===== src/ivp_pkg.sv =====
package ivp_pkg;
    localparam int NUM_VEC = 74;
    localparam int VEC_W = 7;
    localparam int LVL_W = 2;
    localparam int PADDR_W = 21;
    localparam int ENTRY_WORDS = 2;
    localparam logic [1:0] LVL_MAX = 2'h3;
    localparam logic [1:0] LVL_PERIPH_MAX = 2'h2;
    localparam logic [1:0] LVL_DEBUG_MIN = 2'h1;
    localparam int VEC_ILLEGAL = 2;
    localparam int VEC_SWI3 = 3;
    localparam int VEC_STACK_OVF = 4;
    localparam int VEC_MISALIGN = 5;
    localparam int VEC_DBG_STEP = 6;
    localparam int VEC_DBG_BRKPT = 7;
    localparam int VEC_DBG_TRACE = 9;
    localparam int VEC_DBG_TX = 10;
    localparam int VEC_DBG_RX = 11;
    localparam int VEC_SWI2 = 14;
    localparam int VEC_SWI1 = 15;
    localparam int VEC_SWI0 = 16;
    localparam int VEC_EXT_A = 17;
    localparam int VEC_EXT_B = 18;
    localparam int VEC_LVD = 20;
    localparam int VEC_CLK_SYNTH = 21;
    localparam int VEC_FLASH_ERR = 22;
    localparam int VEC_FLASH_DONE = 23;
    localparam int VEC_FLASH_EMPTY = 24;
    localparam int VEC_CAN_BUS_OFF = 26;
    localparam int VEC_CAN_ERR = 27;
    localparam int VEC_CAN_WAKE = 28;
    localparam int VEC_CAN_MSG = 29;
    localparam int VEC_GPIO_BASE = 30;
    localparam int VEC_SSP1_RX = 38;
    localparam int VEC_SSP1_TX = 39;
    localparam int VEC_SSP0_RX = 40;
    localparam int VEC_SSP0_TX = 41;
    localparam int VEC_ASP1_BASE = 42;
    localparam int VEC_QUAD_DECODER_1_HOME = 47;
    localparam int VEC_QUAD_DECODER_1_INDEX = 48;
    localparam int VEC_QUAD_DECODER_0_HOME = 49;
    localparam int VEC_QUAD_DECODER_0_INDEX = 50;
    localparam int VEC_TIMER_BASE = 52;
    localparam int VEC_ASP0_BASE = 68;
    localparam int VEC_CONV_B = 73;
    localparam int ASP_TX_EMPTY = 0;
    localparam int ASP_TX_IDLE = 1;
    localparam int ASP_RX_ERR = 3;
    localparam int ASP_RX_FULL = 4;
    localparam logic RST_VALID = 1'b0;
    localparam logic [VEC_W-1:0] RST_VEC = 7'h00;
    localparam logic [LVL_W-1:0] RST_LVL = 2'h0;
    localparam logic [PADDR_W-1:0] RST_ADDR = 21'h000000;

    function automatic logic vector_is_used(input int v);
        case (v)
            0, 1, 8, 12, 13, 19, 25, 36, 37, 44, 51, 70: return 1'b0;
            default: return (v >= 0) && (v < NUM_VEC);
        endcase
    endfunction

    function automatic logic [LVL_W-1:0] resolve_level(input int v, input logic [LVL_W-1:0] cfg);
        case (v)
            VEC_ILLEGAL, VEC_SWI3, VEC_STACK_OVF, VEC_MISALIGN: return LVL_MAX;
            VEC_SWI2: return 2'h2;
            VEC_SWI1: return 2'h1;
            VEC_SWI0: return 2'h0;
            VEC_DBG_STEP, VEC_DBG_BRKPT, VEC_DBG_TRACE, VEC_DBG_TX, VEC_DBG_RX:
                return (cfg < LVL_DEBUG_MIN) ? LVL_DEBUG_MIN : cfg;
            default: return (cfg > LVL_PERIPH_MAX) ? LVL_PERIPH_MAX : cfg;
        endcase
    endfunction

    function automatic logic [PADDR_W-1:0] entry_offset(input logic [VEC_W-1:0] v);
        return PADDR_W'(v) * PADDR_W'(ENTRY_WORDS);
    endfunction
endpackage


===== src/interrupt_vector_priority.sv =====
`timescale 1ns/1ns
module interrupt_vector_priority (
    input wire logic clk,
    input wire logic rst_n,
    input wire logic illegal_instr,
    input wire logic swi3,
    input wire logic hw_stack_ovf,
    input wire logic misaligned_access,
    input wire logic swi2,
    input wire logic swi1,
    input wire logic swi0,
    input wire logic dbg_step,
    input wire logic dbg_brkpt,
    input wire logic dbg_trace,
    input wire logic dbg_tx_empty,
    input wire logic dbg_rx_full,
    input wire logic ext_request_a,
    input wire logic ext_request_b,
    input wire logic low_voltage_detect,
    input wire logic clk_synth_req,
    input wire logic flash_access_err,
    input wire logic flash_cmd_done,
    input wire logic flash_buf_empty,
    input wire logic can_bus_off,
    input wire logic can_error,
    input wire logic can_wake_up,
    input wire logic can_msg_buf,
    input wire logic [5:0] gpio_req,
    input wire logic ssp1_rx_full,
    input wire logic ssp1_tx_empty,
    input wire logic ssp0_rx_full,
    input wire logic ssp0_tx_empty,
    input wire logic asp1_tx_empty,
    input wire logic asp1_tx_idle,
    input wire logic asp1_rx_err,
    input wire logic asp1_rx_full,
    input wire logic asp0_tx_empty,
    input wire logic asp0_tx_idle,
    input wire logic asp0_rx_err,
    input wire logic asp0_rx_full,
    input wire logic quad1_home_wdog,
    input wire logic quad1_index,
    input wire logic quad0_home_wdog,
    input wire logic quad0_index,
    input wire logic [15:0] timer_req,
    input wire logic converter_b_done,
    input wire logic [ivp_pkg::NUM_VEC-1:0][ivp_pkg::LVL_W-1:0] level_cfg,
    input wire logic [ivp_pkg::LVL_W-1:0] core_mask_level,
    input wire logic [ivp_pkg::PADDR_W-1:0] vector_table_base,
    output logic irq_valid_r,
    output logic [ivp_pkg::VEC_W-1:0] irq_vector_r,
    output logic [ivp_pkg::LVL_W-1:0] irq_level_r,
    output logic [ivp_pkg::PADDR_W-1:0] irq_addr_r
);
    import ivp_pkg::*;

    logic [1:0] pin_s1_r;
    logic [1:0] pin_s2_r;
    logic [1:0] pin_s1_nxt;
    logic [1:0] pin_s2_nxt;
    logic [NUM_VEC-1:0] req_raw;
    logic [NUM_VEC-1:0] req_eff;
    logic [NUM_VEC-1:0][LVL_W-1:0] lvl;
    logic found;
    logic [VEC_W-1:0] win_vec;
    logic [LVL_W-1:0] win_lvl;
    logic irq_valid_nxt;
    logic [VEC_W-1:0] irq_vector_nxt;
    logic [LVL_W-1:0] irq_level_nxt;
    logic [PADDR_W-1:0] irq_addr_nxt;

    // The two request pins come from outside and pass two flip-flops first.
    always_comb begin
        pin_s1_nxt = {ext_request_b, ext_request_a};
        pin_s2_nxt = pin_s1_r;
    end

    always_ff @(posedge clk or negedge rst_n) begin
        if (!rst_n) begin
            pin_s1_r <= 2'h0;
            pin_s2_r <= 2'h0;
        end else begin
            pin_s1_r <= pin_s1_nxt;
            pin_s2_r <= pin_s2_nxt;
        end
    end

    // Each source is placed on its own vector.
    always_comb begin
        req_raw = '0;
        req_raw[VEC_ILLEGAL] = illegal_instr;
        req_raw[VEC_SWI3] = swi3;
        req_raw[VEC_STACK_OVF] = hw_stack_ovf;
        req_raw[VEC_MISALIGN] = misaligned_access;
        req_raw[VEC_SWI2] = swi2;
        req_raw[VEC_SWI1] = swi1;
        req_raw[VEC_SWI0] = swi0;
        req_raw[VEC_DBG_STEP] = dbg_step;
        req_raw[VEC_DBG_BRKPT] = dbg_brkpt;
        req_raw[VEC_DBG_TRACE] = dbg_trace;
        req_raw[VEC_DBG_TX] = dbg_tx_empty;
        req_raw[VEC_DBG_RX] = dbg_rx_full;
        req_raw[VEC_EXT_A] = pin_s2_r[0];
        req_raw[VEC_EXT_B] = pin_s2_r[1];
        req_raw[VEC_LVD] = low_voltage_detect;
        req_raw[VEC_CLK_SYNTH] = clk_synth_req;
        req_raw[VEC_FLASH_ERR] = flash_access_err;
        req_raw[VEC_FLASH_DONE] = flash_cmd_done;
        req_raw[VEC_FLASH_EMPTY] = flash_buf_empty;
        req_raw[VEC_CAN_BUS_OFF] = can_bus_off;
        req_raw[VEC_CAN_ERR] = can_error;
        req_raw[VEC_CAN_WAKE] = can_wake_up;
        req_raw[VEC_CAN_MSG] = can_msg_buf;
        req_raw[VEC_GPIO_BASE +: 6] = gpio_req;
        req_raw[VEC_SSP1_RX] = ssp1_rx_full;
        req_raw[VEC_SSP1_TX] = ssp1_tx_empty;
        req_raw[VEC_SSP0_RX] = ssp0_rx_full;
        req_raw[VEC_SSP0_TX] = ssp0_tx_empty;
        // Async serial ports, with a gap at each receive side.
        req_raw[VEC_ASP1_BASE + ASP_TX_EMPTY] = asp1_tx_empty;
        req_raw[VEC_ASP1_BASE + ASP_TX_IDLE] = asp1_tx_idle;
        req_raw[VEC_ASP1_BASE + ASP_RX_ERR] = asp1_rx_err;
        req_raw[VEC_ASP1_BASE + ASP_RX_FULL] = asp1_rx_full;
        req_raw[VEC_ASP0_BASE + ASP_TX_EMPTY] = asp0_tx_empty;
        req_raw[VEC_ASP0_BASE + ASP_TX_IDLE] = asp0_tx_idle;
        req_raw[VEC_ASP0_BASE + ASP_RX_ERR] = asp0_rx_err;
        req_raw[VEC_ASP0_BASE + ASP_RX_FULL] = asp0_rx_full;
        req_raw[VEC_QUAD_DECODER_1_HOME] = quad1_home_wdog;
        req_raw[VEC_QUAD_DECODER_1_INDEX] = quad1_index;
        req_raw[VEC_QUAD_DECODER_0_HOME] = quad0_home_wdog;
        req_raw[VEC_QUAD_DECODER_0_INDEX] = quad0_index;
        req_raw[VEC_TIMER_BASE +: 16] = timer_req;
        req_raw[VEC_CONV_B] = converter_b_done;
    end

    // Levels are fixed or clamped per source, then gated by the core mask.
    always_comb begin
        for (int v = 0; v < NUM_VEC; v++) begin
            lvl[v] = resolve_level(v, level_cfg[v]);
            // Only levels at or above the mask count.
            req_eff[v] = req_raw[v] && vector_is_used(v) && (lvl[v] >= core_mask_level);
        end
    end

    vector_arbiter u_arbiter (
        .req(req_eff),
        .lvl(lvl),
        .found(found),
        .win_vec(win_vec),
        .win_lvl(win_lvl)
    );

    always_comb begin
        irq_valid_nxt = found;
        irq_vector_nxt = found ? win_vec : RST_VEC;
        irq_level_nxt = found ? win_lvl : RST_LVL;
        // Base plus two words per entry.
        irq_addr_nxt = found ? PADDR_W'(vector_table_base + entry_offset(win_vec)) : RST_ADDR;
    end

    always_ff @(posedge clk or negedge rst_n) begin
        if (!rst_n) begin
            irq_valid_r <= RST_VALID;
            irq_vector_r <= RST_VEC;
            irq_level_r <= RST_LVL;
            irq_addr_r <= RST_ADDR;
        end else begin
            irq_valid_r <= irq_valid_nxt;
            irq_vector_r <= irq_vector_nxt;
            irq_level_r <= irq_level_nxt;
            irq_addr_r <= irq_addr_nxt;
        end
    end

    // Checking helpers compute the expected winner a second way.
    logic hlp_any;
    logic [LVL_W-1:0] hlp_max;
    logic [VEC_W-1:0] hlp_min_vec;
    logic hlp_seen;

    always_comb begin
        hlp_any = |req_eff;
        hlp_max = '0;
        hlp_min_vec = '0;
        hlp_seen = 1'b0;
        for (int v = 0; v < NUM_VEC; v++) begin
            if (req_eff[v] && lvl[v] > hlp_max) begin
                hlp_max = lvl[v];
            end
        end
        for (int v = 0; v < NUM_VEC; v++) begin
            if (req_eff[v] && lvl[v] == hlp_max && !hlp_seen) begin
                hlp_seen = 1'b1;
                hlp_min_vec = VEC_W'(v);
            end
        end
    end
endmodule


===== src/vector_arbiter.sv =====
`timescale 1ns/1ns
module vector_arbiter
    import ivp_pkg::*;
(
    input wire logic [ivp_pkg::NUM_VEC-1:0] req,
    input wire logic [ivp_pkg::NUM_VEC-1:0][ivp_pkg::LVL_W-1:0] lvl,
    output logic found,
    output logic [ivp_pkg::VEC_W-1:0] win_vec,
    output logic [ivp_pkg::LVL_W-1:0] win_lvl
);
    // Scanning downward, a higher level or an equal level at a lower number takes over.
    always_comb begin
        found = 1'b0;
        win_vec = '0;
        win_lvl = '0;
        for (int v = NUM_VEC - 1; v >= 0; v--) begin
            if (req[v] && (!found || lvl[v] >= win_lvl)) begin
                found = 1'b1;
                win_vec = VEC_W'(v);
                win_lvl = lvl[v];
            end
        end
    end
endmodule


===== config.mk =====
export PLATFORM = sky130hd
export DESIGN_NAME = interrupt_vector_priority
export DESIGN_NICKNAME = d
export VERILOG_FILES = /design/src/ivp_pkg.sv /design/src/interrupt_vector_priority.sv /design/src/vector_arbiter.sv
export SDC_FILE = /design/constraint.sdc
export NUM_CORES = 1
export LEC_CHECK = 0
export BUFFER_PORTS_ARGS = -buffer_cell sky130_fd_sc_hd__buf_4
export CAP_MARGIN = 10
export CORE_MARGIN = 10
export CORE_UTILIZATION = 45
export CTS_CLUSTER_DIAMETER = 30
export DETAILED_ROUTE_END_ITERATION = 10
export MAX_ROUTING_LAYER = met4
export PLACE_DENSITY = 0.69
export SYNTH_ARGS = -nofsm -noshare
export SYNTH_HDL_FRONTEND = slang
export SYNTH_SLANG_ARGS = --single-unit

===== constraint.sdc =====
create_clock -name clk -period 15.6 [get_ports clk]
set_input_delay 3.9 -clock clk [delete_from_list [all_inputs] [get_ports clk]]
set_output_delay 3.9 -clock clk [all_outputs]
set_load 0.02 [all_outputs]

# Yosys cells after proc, flatten, opt, wreduce, memory -nomap -nowiden

Index checks and enable logic that the tools add are counted.

Bits in registers: 35
Bits of input ports: 235
Bits in latches: 0
RAM bits: 0
Memories: 0
ROM bits: 0
Output and inout port bits: 31

Eq/ne operators: 0
Add/sub/neg operators: 1
Mux-type cells: 244
$lt $le $gt $ge: 175
Bitwise gates (word level): 0
Shift-type cells: 0
Reduce and logical (&&, ||, !) cells: 245
Multiply operators: 0
Divide/modulo/power cells: 0

Operators with widths:

| kind               | count |
|---|---|
| $mux 7             | 63 |
| $mux 2             | 118 |
| $ge 2x2->1         | 109 |
| $logic_and 1x1->1  | 123 |
| $gt 2x2->1 const B | 50 |
| $mux 1             | 62 |
| $logic_not 1->1    | 61 |
| $logic_or 1x1->1   | 61 |
| $add 21x8->21      | 1 |
| $mux 21            | 1 |
| $ge 2x2->1 const A | 7 |
| $lt 2x1->1 const B | 5 |
| $ge 1x2->1 const A | 4 |

# Depth between registers and ports, before layout

Gate-level depths: netlist (run 1).

Depth in word-level cells: 251
Mapped depth: 408

# By module

From an unflattened synthesis (run 1), not the netlist that was laid out.

Cells, all modules: 1836
Area total of the unflattened synthesis: 12764.7 µm²

Modules (own cells, without submodules):

| module                    | area an instance (µm²) | sequential area each (µm²) | times used | cells each |
|---|---|---|---|---|
| vector_arbiter            | 7936.4                 | 0.0                        | 1          | 1228 |
| interrupt_vector_priority | 4828.4                 | 875.8                      | 1          | 608 |

# Worst setup path before layout (run 1)

OpenSTA, ideal clock, no wires.

Kind: input port to flip-flop
Start: input port core_mask_level[1] (netlist name)
End: register irq_addr_r[14] (netlist name)
Arrival: 72.177 ns
Slack: -56.653 ns
Stages: 390
Cells stage by stage: inv_1 ha_1 o21a_1 nand2_1 nor2_1 ha_1 nand2b_1 a21o_1 o21a_1 a22o_1 ha_1 nand2b_1 a21oi_1 a21oi_1 a221oi_1 nor2_1 ha_1 nand2b_1 [354 not listed] ha_1 nand2b_1 a21oi_1 a21oi_2 or2_1 buf_2 nor3_1 nand4_1 a211oi_1 ha_1 o21ai_0 nand2b_1 clkbuf_1 nand2_1 a211o_1 buf_4 a2111o_1 o21ai_1

Cells in the longest elaborated chain, start to end: 249
Elaborated cells between the ends (all ways): 552
Classes of those cells: add/sub: 1; order compare: 120; mux: 186; reduce/logical: 245

Ends and longest elaborated chain:

| item                                                 | line                             | source |
|---|---|---|
| start, declared                                      | interrupt_vector_priority.sv:48  | `input wire logic [ivp_pkg::LVL_W-1:0] core_mask_level,` |
| $ge 2x2->1                                           | interrupt_vector_priority.sv:141 | `req_eff[v] = req_raw[v] && vector_is_used(v) && (lvl[v] >= core_mask_level);` |
| $logic_and 1x1->1                                    | interrupt_vector_priority.sv:141 |  |
| $mux 2 / $mux 1 (equally long branches)              | vector_arbiter.sv:17             | `if (req[v] && (!found \|\| lvl[v] >= win_lvl)) begin` |
| $ge 2x2->1 / $logic_not 1->1 (equally long branches) | vector_arbiter.sv:17             |  |
| $logic_or 1x1->1                                     | vector_arbiter.sv:17             |  |
| $logic_and 1x1->1                                    | vector_arbiter.sv:17             |  |
| $mux 2 / $mux 1 (equally long branches)              | vector_arbiter.sv:17             |  |
| $ge 2x2->1 / $logic_not 1->1 (equally long branches) | vector_arbiter.sv:17             |  |
| [234 not listed]                                     | n/a                              |  |
| $mux 2 / $mux 1 (equally long branches)              | vector_arbiter.sv:17             |  |
| $ge 2x2->1 / $logic_not 1->1 (equally long branches) | vector_arbiter.sv:17             |  |
| $logic_or 1x1->1                                     | vector_arbiter.sv:17             |  |
| $logic_and 1x1->1                                    | vector_arbiter.sv:17             |  |
| $mux 7                                               | vector_arbiter.sv:17             |  |
| $add 21x8->21                                        | interrupt_vector_priority.sv:158 | `irq_addr_nxt = found ? PADDR_W'(vector_table_base + entry_offset(win_vec)) : RST_ADDR;` |
| $mux 21 (*)                                          | interrupt_vector_priority.sv:158 |  |
| net irq_addr_nxt[14]                                 | interrupt_vector_priority.sv:70  | `logic [PADDR_W-1:0] irq_addr_nxt;` |
| end signal, assigned                                 | interrupt_vector_priority.sv:171 | `irq_addr_r <= irq_addr_nxt;` |
| end, declared                                        | interrupt_vector_priority.sv:53  | `output logic [ivp_pkg::PADDR_W-1:0] irq_addr_r` |

Mark *: on every way through the listed nets, which the timed path passes. The rest lies on a longest branch.

# Final worst setup path (run 1)

Start: input port core_mask_level[1] (netlist name)
End: register irq_addr_r[13] (netlist name)

Same word-level chain as after synthesis.

==> impl_results.md, run 1 <==
- Status: finished, violations left
- Failing checks: setup timing
- Total clock sinks: 35
- Clock Latency Late Sink: 0.28 ns
- Simple-Gate Fraction of Synth Area: 28.0%
- RSZ-0062 raised after global routing: true
- Seq/Total Area, Yosys: 7.67%
- CTS max path bufs: 2
- Most area-consuming cells after synthesis: ha_1 25%, dfrtp_1 7.7%, nand2b_1 5.8%, a21oi_1 5.3%, nor2_1 4.5%
- Dpl hpwl: 36.4 mm
- Post-synthesis instance area: 0.0114 mm^2
- H-tree depth: 2
- WP data arrival: 69.37 ns
- Post-Syn Nets: 2,020
- WL/cell: 18.1 um
- Total die area: 0.0322 mm^2
- Highest routed layer: met4
- Final ANT Viol Nets: 0
- Die W: 179 um
- Post-synthesis sequential element count: 35
- Dominant cell type by area after synthesis: ha_1
- NumNets Final: 2,842
- Via density: 5.68
- Count of final max-slew check failures: 0
- Crit path max-delay cell type: or4b_1
- Gr ovfl total: 0
- Multi-input logic area: 0.0123 mm^2
- Async SR Flop Fraction: 100%
- Largest stage delay, worst path: 0.53 ns
- Finished Cell Area: 0.0209 mm^2
- Max FO, Critical Path: 7
- Pre-Repair DR Iteration Count: 5
- Seq. cell area: 876 um^2
- Buffers on Ports: 227
- First-pass GRT wire length: 71.5 mm
- Most common cell in the netlist: ha_1
- Worst clock skew: 0.00487 ns
- CTS buffer count: 5
- DRT Wirelength: 49.1 mm
- IO Count: 266
- Initial antenna violation count: 0
- Cell mode on critical path: nand2b_4
- Ys flop type: dfrtp_1
- Cells after Synth: 1,560
- Layout cells sized above 1: 55.7%
- Main combinational cell family by area after synthesis: compound AO/OA/AOI/OAI gates
- Kind of critical path: in2reg
- Final period utilization: 443%
- Root buffer cell: clkbuf_16
- Met3 routed WL: 2.20 mm
- Cell Area, Placed: 0.0183 mm^2
- CP endpoint kind: flop
- Initial Util: 45.5%
- Die Ht: 179 um
- DRT met1 WL: 20.1 mm
- Setup TNS: -1529.66 ns
- Top cells by count, synth: 224 x ha_1, 136 x nor2_1, 122 x a21oi_1
- Number of synthesized flops with an enable pin: 0
- Site row count: 58
- Largest net degree at the start of global routing: 36
- Vias in the first global route: 15,300
- Core region area: 0.0251 mm^2
- Hold Path Class: reg2reg
- Met2 routed WL: 24.9 mm
- Rel. slew slack: 47.2%
- Non-filler instance count after layout: 2,714
- Cell count after placement: 2,583
- Share of the synthesized area in the top cell type: 24.5%
- Multiplexer share of the synthesized area: 2.12%
- Tightest Pin Transition: 0.785 ns
- Total track usage: 27.0%
- CTS tree: done
- Worst setup margin: -53.55 ns
- Max Cap Violations: 0
- Worst-path clk slew: 0.06 ns
- Fmax achieved: 14.5 MHz
- Mean Syn Cell Area: 7.32 um^2
- Placer Congestion: 0.953
- Iteration-0 DRC Markers: 923
- CTS Hold Bufs: 0
- P&R area growth vs syn: 82.6%
- Drt drc: 0
- Ys Warns: 0
- Startpoint types: input port
- Final Hold Vio Count: 0
- Synth Area in Compound Gates: 31.3%
- CP required: 15.81 ns
- Routed via count: 15,400
- Synth Area in Adders: 24.7%
- Number of fillers in the final layout: 1,537
- Cell variety after synth: 103
- Fin crit period: 69.15 ns
- Final setup vio count: 29
- XOR/XNOR Fraction of Synth Area: 0.383%
-- cell usage in the layout (no fill, tap or decap), drive strengths merged, types with 17 or more instances in the layout --
cell type  count
buf          893
ha           224
nor2         139
a21oi        124
nand2        121
nand2b       106
o21ai         92
inv           87
dfrtp         35
nor3          35
nor2b         33
a21o          31
nand3         31
a31oi         28
nor3b         27
and2          27
a21boi        27
o21a          19
o31ai         19
and3          17
or2           17
-- metrics by stage --
step           hold WS [ns]  util, %  worst slack (ns)
5_1_grt               0.365     83.1            -56.48
3_5_place_dp          0.336     73.1            -54.36
3_3_place_gp          0.333     73.1            -52.91
2_1_floorplan         0.331        -            -51.81
6_report              0.353     83.1            -53.55
4_1_cts               0.349     75.5            -53.06
-- final timing paths --
check,cells after the start,startpoint,to,slack [ns]
setup / recovery,392,core_mask_level[1],irq_addr_r[13],-53.55
hold / removal,0,pin_s1_r[0],pin_s2_r[0],0.35
setup reg to reg,59,pin_s2_r[1],irq_addr_r[13],5.16
hold reg to reg,0,pin_s1_r[0],pin_s2_r[0],0.35
max in group asynchronous,1,rst_n,irq_addr_r[7],11.69
min in group asynchronous,1,rst_n,irq_addr_r[3],3.57
-- worst max-delay path: cells and delay by family --
family / cells / cell delay (ns)
buffers and inverters: 28 / 2.94
AOI/OAI and AO/OA: 176 / 30.02
and+or+nand+nor: 124 / 15.97
muxes: 8 / 2.20
adders and majority gates: 56 / 14.24
-- state kept, by name, indices dropped and copies added, names as in the netlist --
register and count:
irq_addr_r 21, irq_vector_r 7, irq_level_r 2, pin_s1_r 2, pin_s2_r 2, irq_valid_r 1
-- what timing repair did --
item,4_1_cts,5_1_grt
pin swaps,29,209
endpoints found under the setup margin,29,29
resized for setup,53,234
cloned,0,1
setup buffers,30,93
-- area by class of cell --
| cell class | count | share of cell area, % |
|---|---|---|
| antenna | 2 | 0.0240 |
| clock buffer | 6 | 0.666 |
| clock inverter | 1 | 0.0240 |
| inverter | 88 | 1.61 |
| multi-input combinational | 1359 | 58.8 |
| sequential | 35 | 4.20 |
| tap | 330 | 1.98 |
| timing repair buffer | 893 | 32.7 |
-- cell families after synthesis --
family / Yosys count
fa+ha+maj: 225
simple gates: 597
xor+xnor: 5
buf+inv: 167
mux: 23
compound gates: 508
flops: 35
-- layer usage --
layer,track usage [%],vias up
met4,8.54,0
met2,48.1,528
met3,1.97,134
met1,31.7,7307
met5,-,-
li1,-,7453
Power of run 1 is not shown: default switching activity piles up to over one toggle a cycle in this logic, so the estimate is an artifact.
==> run 2: changes to the inputs <==
CTS_BUF_LIST = sky130_fd_sc_hd__clkbuf_8   (was unset)
==> run 2 against run 1 <==
Net effect: the flow still finishes with violations (setup timing); clock skew increased by 0.0013 ns; critical path type unchanged; critical path depth decreased by 2; routed wire length increased by 0.46%; sequential share of layout area about the same; final area decreased by 0.49%; cell count decreased by 0.18%.
==> impl_results.md, run 2 (synthesized netlist as in run 1, its figures left out) <==
- Status: finished, violations left
- Failing checks: setup timing
- Iteration-0 DRC Markers: 966
- WL/cell: 18.2 um
- Tightest Pin Transition: 0.803 ns
- CTS max path bufs: 2
- Drt drc: 0
- Root buffer cell: clkbuf_8
- Rel. slew slack: 46.0%
- CTS buffer count: 5
- Layout cells sized above 1: 55.4%
- Worst clock skew: 0.00615 ns
- Cell mode on critical path: nand2b_4
- CP endpoint kind: flop
- Site row count: 58
- Die Ht: 179 um
- Total track usage: 26.8%
- DRT Wirelength: 49.3 mm
- CTS tree: done
- ANT cells: 0
- First-pass GRT wire length: 70.8 mm
- Seq. cell area: 876 um^2
- Most common cell after layout, fill and taps aside: buf_4
- P&R area growth vs syn: 81.7%
- Hold Crit Start: pin_s1_r[0]
- H-tree depth: 2
- Commonest non-fill, non-tap cells in the layout: 868 x buf_4, 200 x ha_1, 104 x nand2_1
- Non-filler instance count after layout: 2,709
- Gr ovfl total: 0
- Fmax achieved: 14.5 MHz
- Final ANT Viol Nets: 0
- Buffers on Ports: 227
- Reg-to-Reg Start: pin_s2_r[1]
- Most flop-heavy register: irq_addr_r
- Dpl hpwl: 36.4 mm
- Initial antenna violation count: 0
- Final setup vio count: 29
- IO Count: 266
- Via density: 5.71
- Startpoint types: input port
- Core region area: 0.0251 mm^2
- Max Cap Violations: 0
- Multi-input logic area: 0.0123 mm^2
- Hold Path Class: reg2reg
- Final period utilization: 443%
- Total die area: 0.0322 mm^2
- Cell Area, Placed: 0.0183 mm^2
- Kind of critical path: in2reg
- Initial Util: 45.5%
- Max FO, Critical Path: 7
- Largest register FFs: 21
- RR Endpoint: irq_addr_r[19]
- Hold Path Stages: 0
- Worst setup margin: -53.54 ns
- Largest net degree at the start of global routing: 36
- Hold endpoint: pin_s2_r[0]
- Total clock sinks: 35
- Final Hold Vio Count: 0
- Fin crit period: 69.14 ns
- Crit path max-delay cell type: o41a_1
- Routed via count: 15,500
- Die W: 179 um
- Clock Latency Late Sink: 0.29 ns
- Placer Congestion: 0.953
- Pre-Repair DR Iteration Count: 5
- Largest registers: irq_addr_r (21), irq_vector_r (7)
- Post-place setup slack: -54.36 ns
- WP data arrival: 69.33 ns
- Cell count after placement: 2,583
- Reg2reg setup slack: 5.20 ns
- Count of final max-slew check failures: 0
- Finished Cell Area: 0.0208 mm^2
- RSZ-0062 raised after global routing: true
- NumNets Final: 2,839
- CTS Hold Bufs: 0
- CP required: 15.78 ns
- Vias in the first global route: 15,200
- Number of fillers in the final layout: 1,570
- Worst-path clk slew: 0.08 ns
- Setup TNS: -1529.27 ns
- Worst-case reg-to-reg path depth: 58
- Largest stage delay, worst path: 0.47 ns
## run 2: cell count changes in the layout (fill, tap and decap cells not counted), sizes merged
cell   previous run  this run
buf             893       890
diode             2         0
## run 2: metal layers
| layer | GRT usage, % | part of all wire (%) | up-vias |
|---|---|---|---|
| li1 | - | - | 7440 |
| met1 | 31.5 | 41 | 7313 |
| met2 | 48.0 | 50 | 541 |
| met3 | 1.84 | 4.2 | 176 |
| met4 | 8.17 | 4.7 | 0 |
| met5 | - | 0 | - |
## run 2: how the worst max path moves through the flow
stage | start | endpoint | slack (ns) | depth (start not counted)
6_report | core_mask_level[1] | irq_addr_r[19] | -53.54 | 390
3_5_place_dp | level_cfg[147] | irq_addr_r[10] | -54.36 | 389
5_1_grt | core_mask_level[1] | irq_addr_r[19] | -56.42 | 390
3_3_place_gp | level_cfg[147] | irq_addr_r[10] | -52.91 | 387
4_1_cts | level_cfg[147] | irq_addr_r[11] | -53.04 | 391
2_1_floorplan | core_mask_level[1] | irq_addr_r[16] | -51.81 | 394
## run 2: stage by stage
| step | hold slack, ns | utilization, % |
|---|---|---|
| after floorplan | 0.331 | - |
| after global placement | 0.333 | 73.1 |
| after detailed placement | 0.336 | 73.1 |
| after CTS | 0.352 | 75.3 |
| after global routing | 0.370 | 82.7 |
| final | 0.354 | 82.7 |
## run 2: layout make-up
class                           instances  area share (%)
Inverter                               88            1.62
Timing Repair Buffer                  890            32.7
Tap cell                              330            1.99
Multi-Input combinational cell       1359            59.1
Clock buffer                            6           0.398
Sequential cell                        35            4.22
Clock inverter                          1          0.0241
## run 2: worst max-delay path: cells and delay by family
kind	cells	cell delay, ns
AOI/OAI and AO/OA	176	30.53
adders and majority gates	56	14.26
buffers and inverters	28	2.87
muxes	10	2.72
and+or+nand+nor	120	14.93
## run 2: what timing repair did
item | 4_1_cts | 5_1_grt
pin swaps | 28 | 203
cloned | 0 | 1
resized for setup | 53 | 229
setup endpoints to repair | 29 | 29
buffers inserted | 28 | 92
Power of run 2 is left out for the same reason.
==> run 3: changes to the inputs <==
PLACE_DENSITY = 0.68   (was 0.69)
SYNTH_HIERARCHICAL = 1   (was unset)
==> run 3 against run 2 <==
Net effect: the run still ends with setup timing left; sequential share of layout area decreased by 0.34 points; die area increased by 10%; clock skew increased by 0.0035 ns; critical path type unchanged.
==> impl_results.md, run 3 <==
- Status: finished, violations left
- Failing checks: setup timing
- Die Ht: 188 um
- Reg2reg setup slack: 1.43 ns
- Min Hold Slack: 0.353 ns
- Worst clock skew: 0.00961 ns
- Cell variety after synth: 105
- Dpl hpwl: 40.4 mm
- Pwr Density: 80.7 mW/mm^2
- Die W: 188 um
- Final ANT Viol Nets: 0
- Total track usage: 26.5%
- Final Hold Vio Count: 0
- Count of final max-slew check failures: 0
- Comb power frac: 90.4%
- Seq/Total Area, Yosys: 6.86%
- NumNets Final: 3,236
- Site row count: 61
- Placer Congestion: 0.908
- Largest net degree at the start of global routing: 36
- Max FO, Critical Path: 7
- CP required: 15.81 ns
- Ys flop type: dfrtp_1
- Rel. slew slack: 39.6%
- H-tree depth: 2
- Routed via count: 17,300
- Mean Syn Cell Area: 6.95 um^2
- CP endpoint kind: flop
- P&R area growth vs syn: 76.9%
- Hold Crit Start: pin_s1_r[0]
- Worst setup margin: -57.80 ns
- WP data arrival: 73.61 ns
- Gr ovfl total: 0
- Async SR Flop Fraction: 100%
- WL/cell: 16.8 um
- Internal power: 1.03 mW
- Initial Util: 45.8%
- Largest registers: irq_addr_r (21), irq_vector_r (7)
- Core region area: 0.0279 mm^2
- Pre-Repair DR Iteration Count: 7
- Startpoint types: input port
- Dominant cell type by area after synthesis: ha_1
- Hold endpoint: pin_s2_r[0]
- Most flop-heavy register: irq_addr_r
- Clock Latency Late Sink: 0.29 ns
- Largest stage delay, worst path: 0.39 ns
- Total clock sinks: 35
- Most area-consuming cells after synthesis: ha_1 19%, nand2b_1 8.9%, dfrtp_1 6.9%, nand2_1 5.2%, inv_1 5.1%
- Commonest non-fill, non-tap cells in the layout: 948 x buf_4, 170 x inv_1, 170 x ha_1
- Static Leak: 11.3 nW
- Post-synthesis sequential element count: 35
- Worst-case reg-to-reg path depth: 78
- Vias in the first global route: 17,100
- Ys Warns: 6
- Number of synthesized flops with an enable pin: 0
- Initial antenna violation count: 1
- Buffers on Ports: 251
- CTS tree: done
- Top cells by count, synth: 198 x ha_1, 181 x nand2b_1, 176 x nand2_1
- DRT Wirelength: 53.4 mm
- Switching share of power: 43.6%
- Via density: 5.43
- Post-synthesis instance area: 0.0128 mm^2
- Worst-path clk slew: 0.07 ns
- RSZ-0062 raised after global routing: true
- RR Endpoint: irq_addr_r[16]
- Fmax achieved: 13.6 MHz
- ANT cells: 0
- Reg-to-Reg Start: pin_s2_r[1]
- Max IR drop VDD: 0.0381 mV
- CTS Hold Bufs: 0
- Worst path depth: 406
- Layout cells sized above 1: 48.0%
- Hold Path Class: reg2reg
- CTS buffer count: 5
- Share of the synthesized area in the top cell type: 19.4%
- Drt drc: 0
- Sequential share of power: 6.2%
- Clock power frac: 3.4%
- Fin crit period: 73.40 ns
- Final setup vio count: 29
- Post-place setup slack: -58.25 ns
- Crit path max-delay cell type: or3_1
- Worst Path Buf+Inv: 10
- IO Count: 266
- Largest register FFs: 21
- Total die area: 0.0355 mm^2
- CP top delay family: compound AO/OA/AOI/OAI gates
- Switching power: 794 uW
- First-pass GRT wire length: 79.1 mm
- Hold Path Stages: 0
- Tightest Pin Transition: 0.907 ns
- Cells after Synth: 1,836
- Most common cell after layout, fill and taps aside: buf_4
- Max Cap Violations: 0
- Cell mode on critical path: nand2b_4
- Final period utilization: 470%
- CTS max path bufs: 2
- Most common cell in the netlist: ha_1
- Kind of critical path: in2reg
- Root buffer cell: clkbuf_8
- Iteration-0 DRC Markers: 944
-- run 3: changes by cell type after synthesis, sizes merged, moves of 26 or more --
| cell | change |
|---|---|
| inv | +87 |
| nor2b | +54 |
| nor2 | -26 |
| nand2b | +77 |
| nand2 | +58 |
| ha | -26 |
-- run 3: metal layers --
layer | up-vias | global-route usage, % | part of all wire, %
met2 | 576 | 50.0 | 52
met4 | 0 | 8.42 | 4.1
met1 | 8126 | 28.7 | 40
li1 | 8417 | - | -
met3 | 166 | 2.22 | 4.1
met5 | - | - | 0
-- run 3: area by class of cell --
cell class	count	area, um^2
clock buffer	5	68.8
clock inverter	3	12.5
fill	1890	5280
inverter	175	663
multi-input combinational	1628	13300
sequential	35	876
tap	378	473
timing repair buffer	957	7220
-- run 3: worst max-delay path by stage --
| stage | from | end |
|---|---|---|
| 2_1_floorplan | core_mask_level[1] | irq_addr_r[16] |
| 3_3_place_gp | level_cfg[147] | irq_addr_r[20] |
| 3_5_place_dp | level_cfg[147] | irq_addr_r[20] |
| 4_1_cts | level_cfg[147] | irq_addr_r[20] |
| 5_1_grt | level_cfg[147] | irq_addr_r[18] |
| 6_report | level_cfg[147] | irq_addr_r[16] |
-- run 3: timing repair --
item	4_1_cts	5_1_grt
endpoints found under the hold margin	0	0
resized for setup	21	167
pin swaps	45	214
endpoints found under the setup margin	29	29
buffers inserted	90	84
-- run 3: per-stage QoR --
stage	utilization (%)	power [mW]	area, um^2	cells	setup TNS [ns]
finish	81.1	1.82	22600	3181	-1655.78
global route	81.1	1.95	22600	3181	-1745.65
CTS	76.0	1.60	21200	3100	-1632.73
detailed placement	72.9	1.44	20300	3002	-1666.61
global placement	72.9	1.40	20300	3002	-1608.98
floorplan	-	0.931	14300	1921	-1563.41
-- run 3: worst reg2reg max path, delay by kind of cell (launching register included) --
kind                       cells  cell delay (ns)
AOI/OAI and AO/OA             33             5.83
adders and majority gates     10             2.38
DFF                            1             0.32
and+or+nand+nor               30             4.75
muxes                          2             0.54
buffers and inverters          3             0.25
-- run 3: cell families (layout without fill, tap and decap cells) --
group | Yosys count | count (layout) | share of synthesized area [%]
other | 2 | 87 | 0.0588
XOR/XNOR | 13 | 13 | 0.892
buffers and inverters | 258 | 1140 | 7.65
flip-flops | 35 | 35 | 6.86
AO/OA/AOI/OAI | 504 | 504 | 28.2
adder cells (fa/ha/maj) | 207 | 207 | 20.2
AND/OR/NAND/NOR | 791 | 791 | 34.0
multiplexers | 26 | 26 | 2.19
-- run 3: power groups by stage --
stage	logic, mW	clock network, mW	registers [mW]
2_1_floorplan	0.799	0	0.132
4_1_cts	1.42	0.0630	0.112
3_5_place_dp	1.33	0	0.114
3_3_place_gp	1.28	0	0.113
5_1_grt	1.77	0.0675	0.114
6_report	1.65	0.0615	0.113
Note: power is estimated with default switching activity, not from simulation.
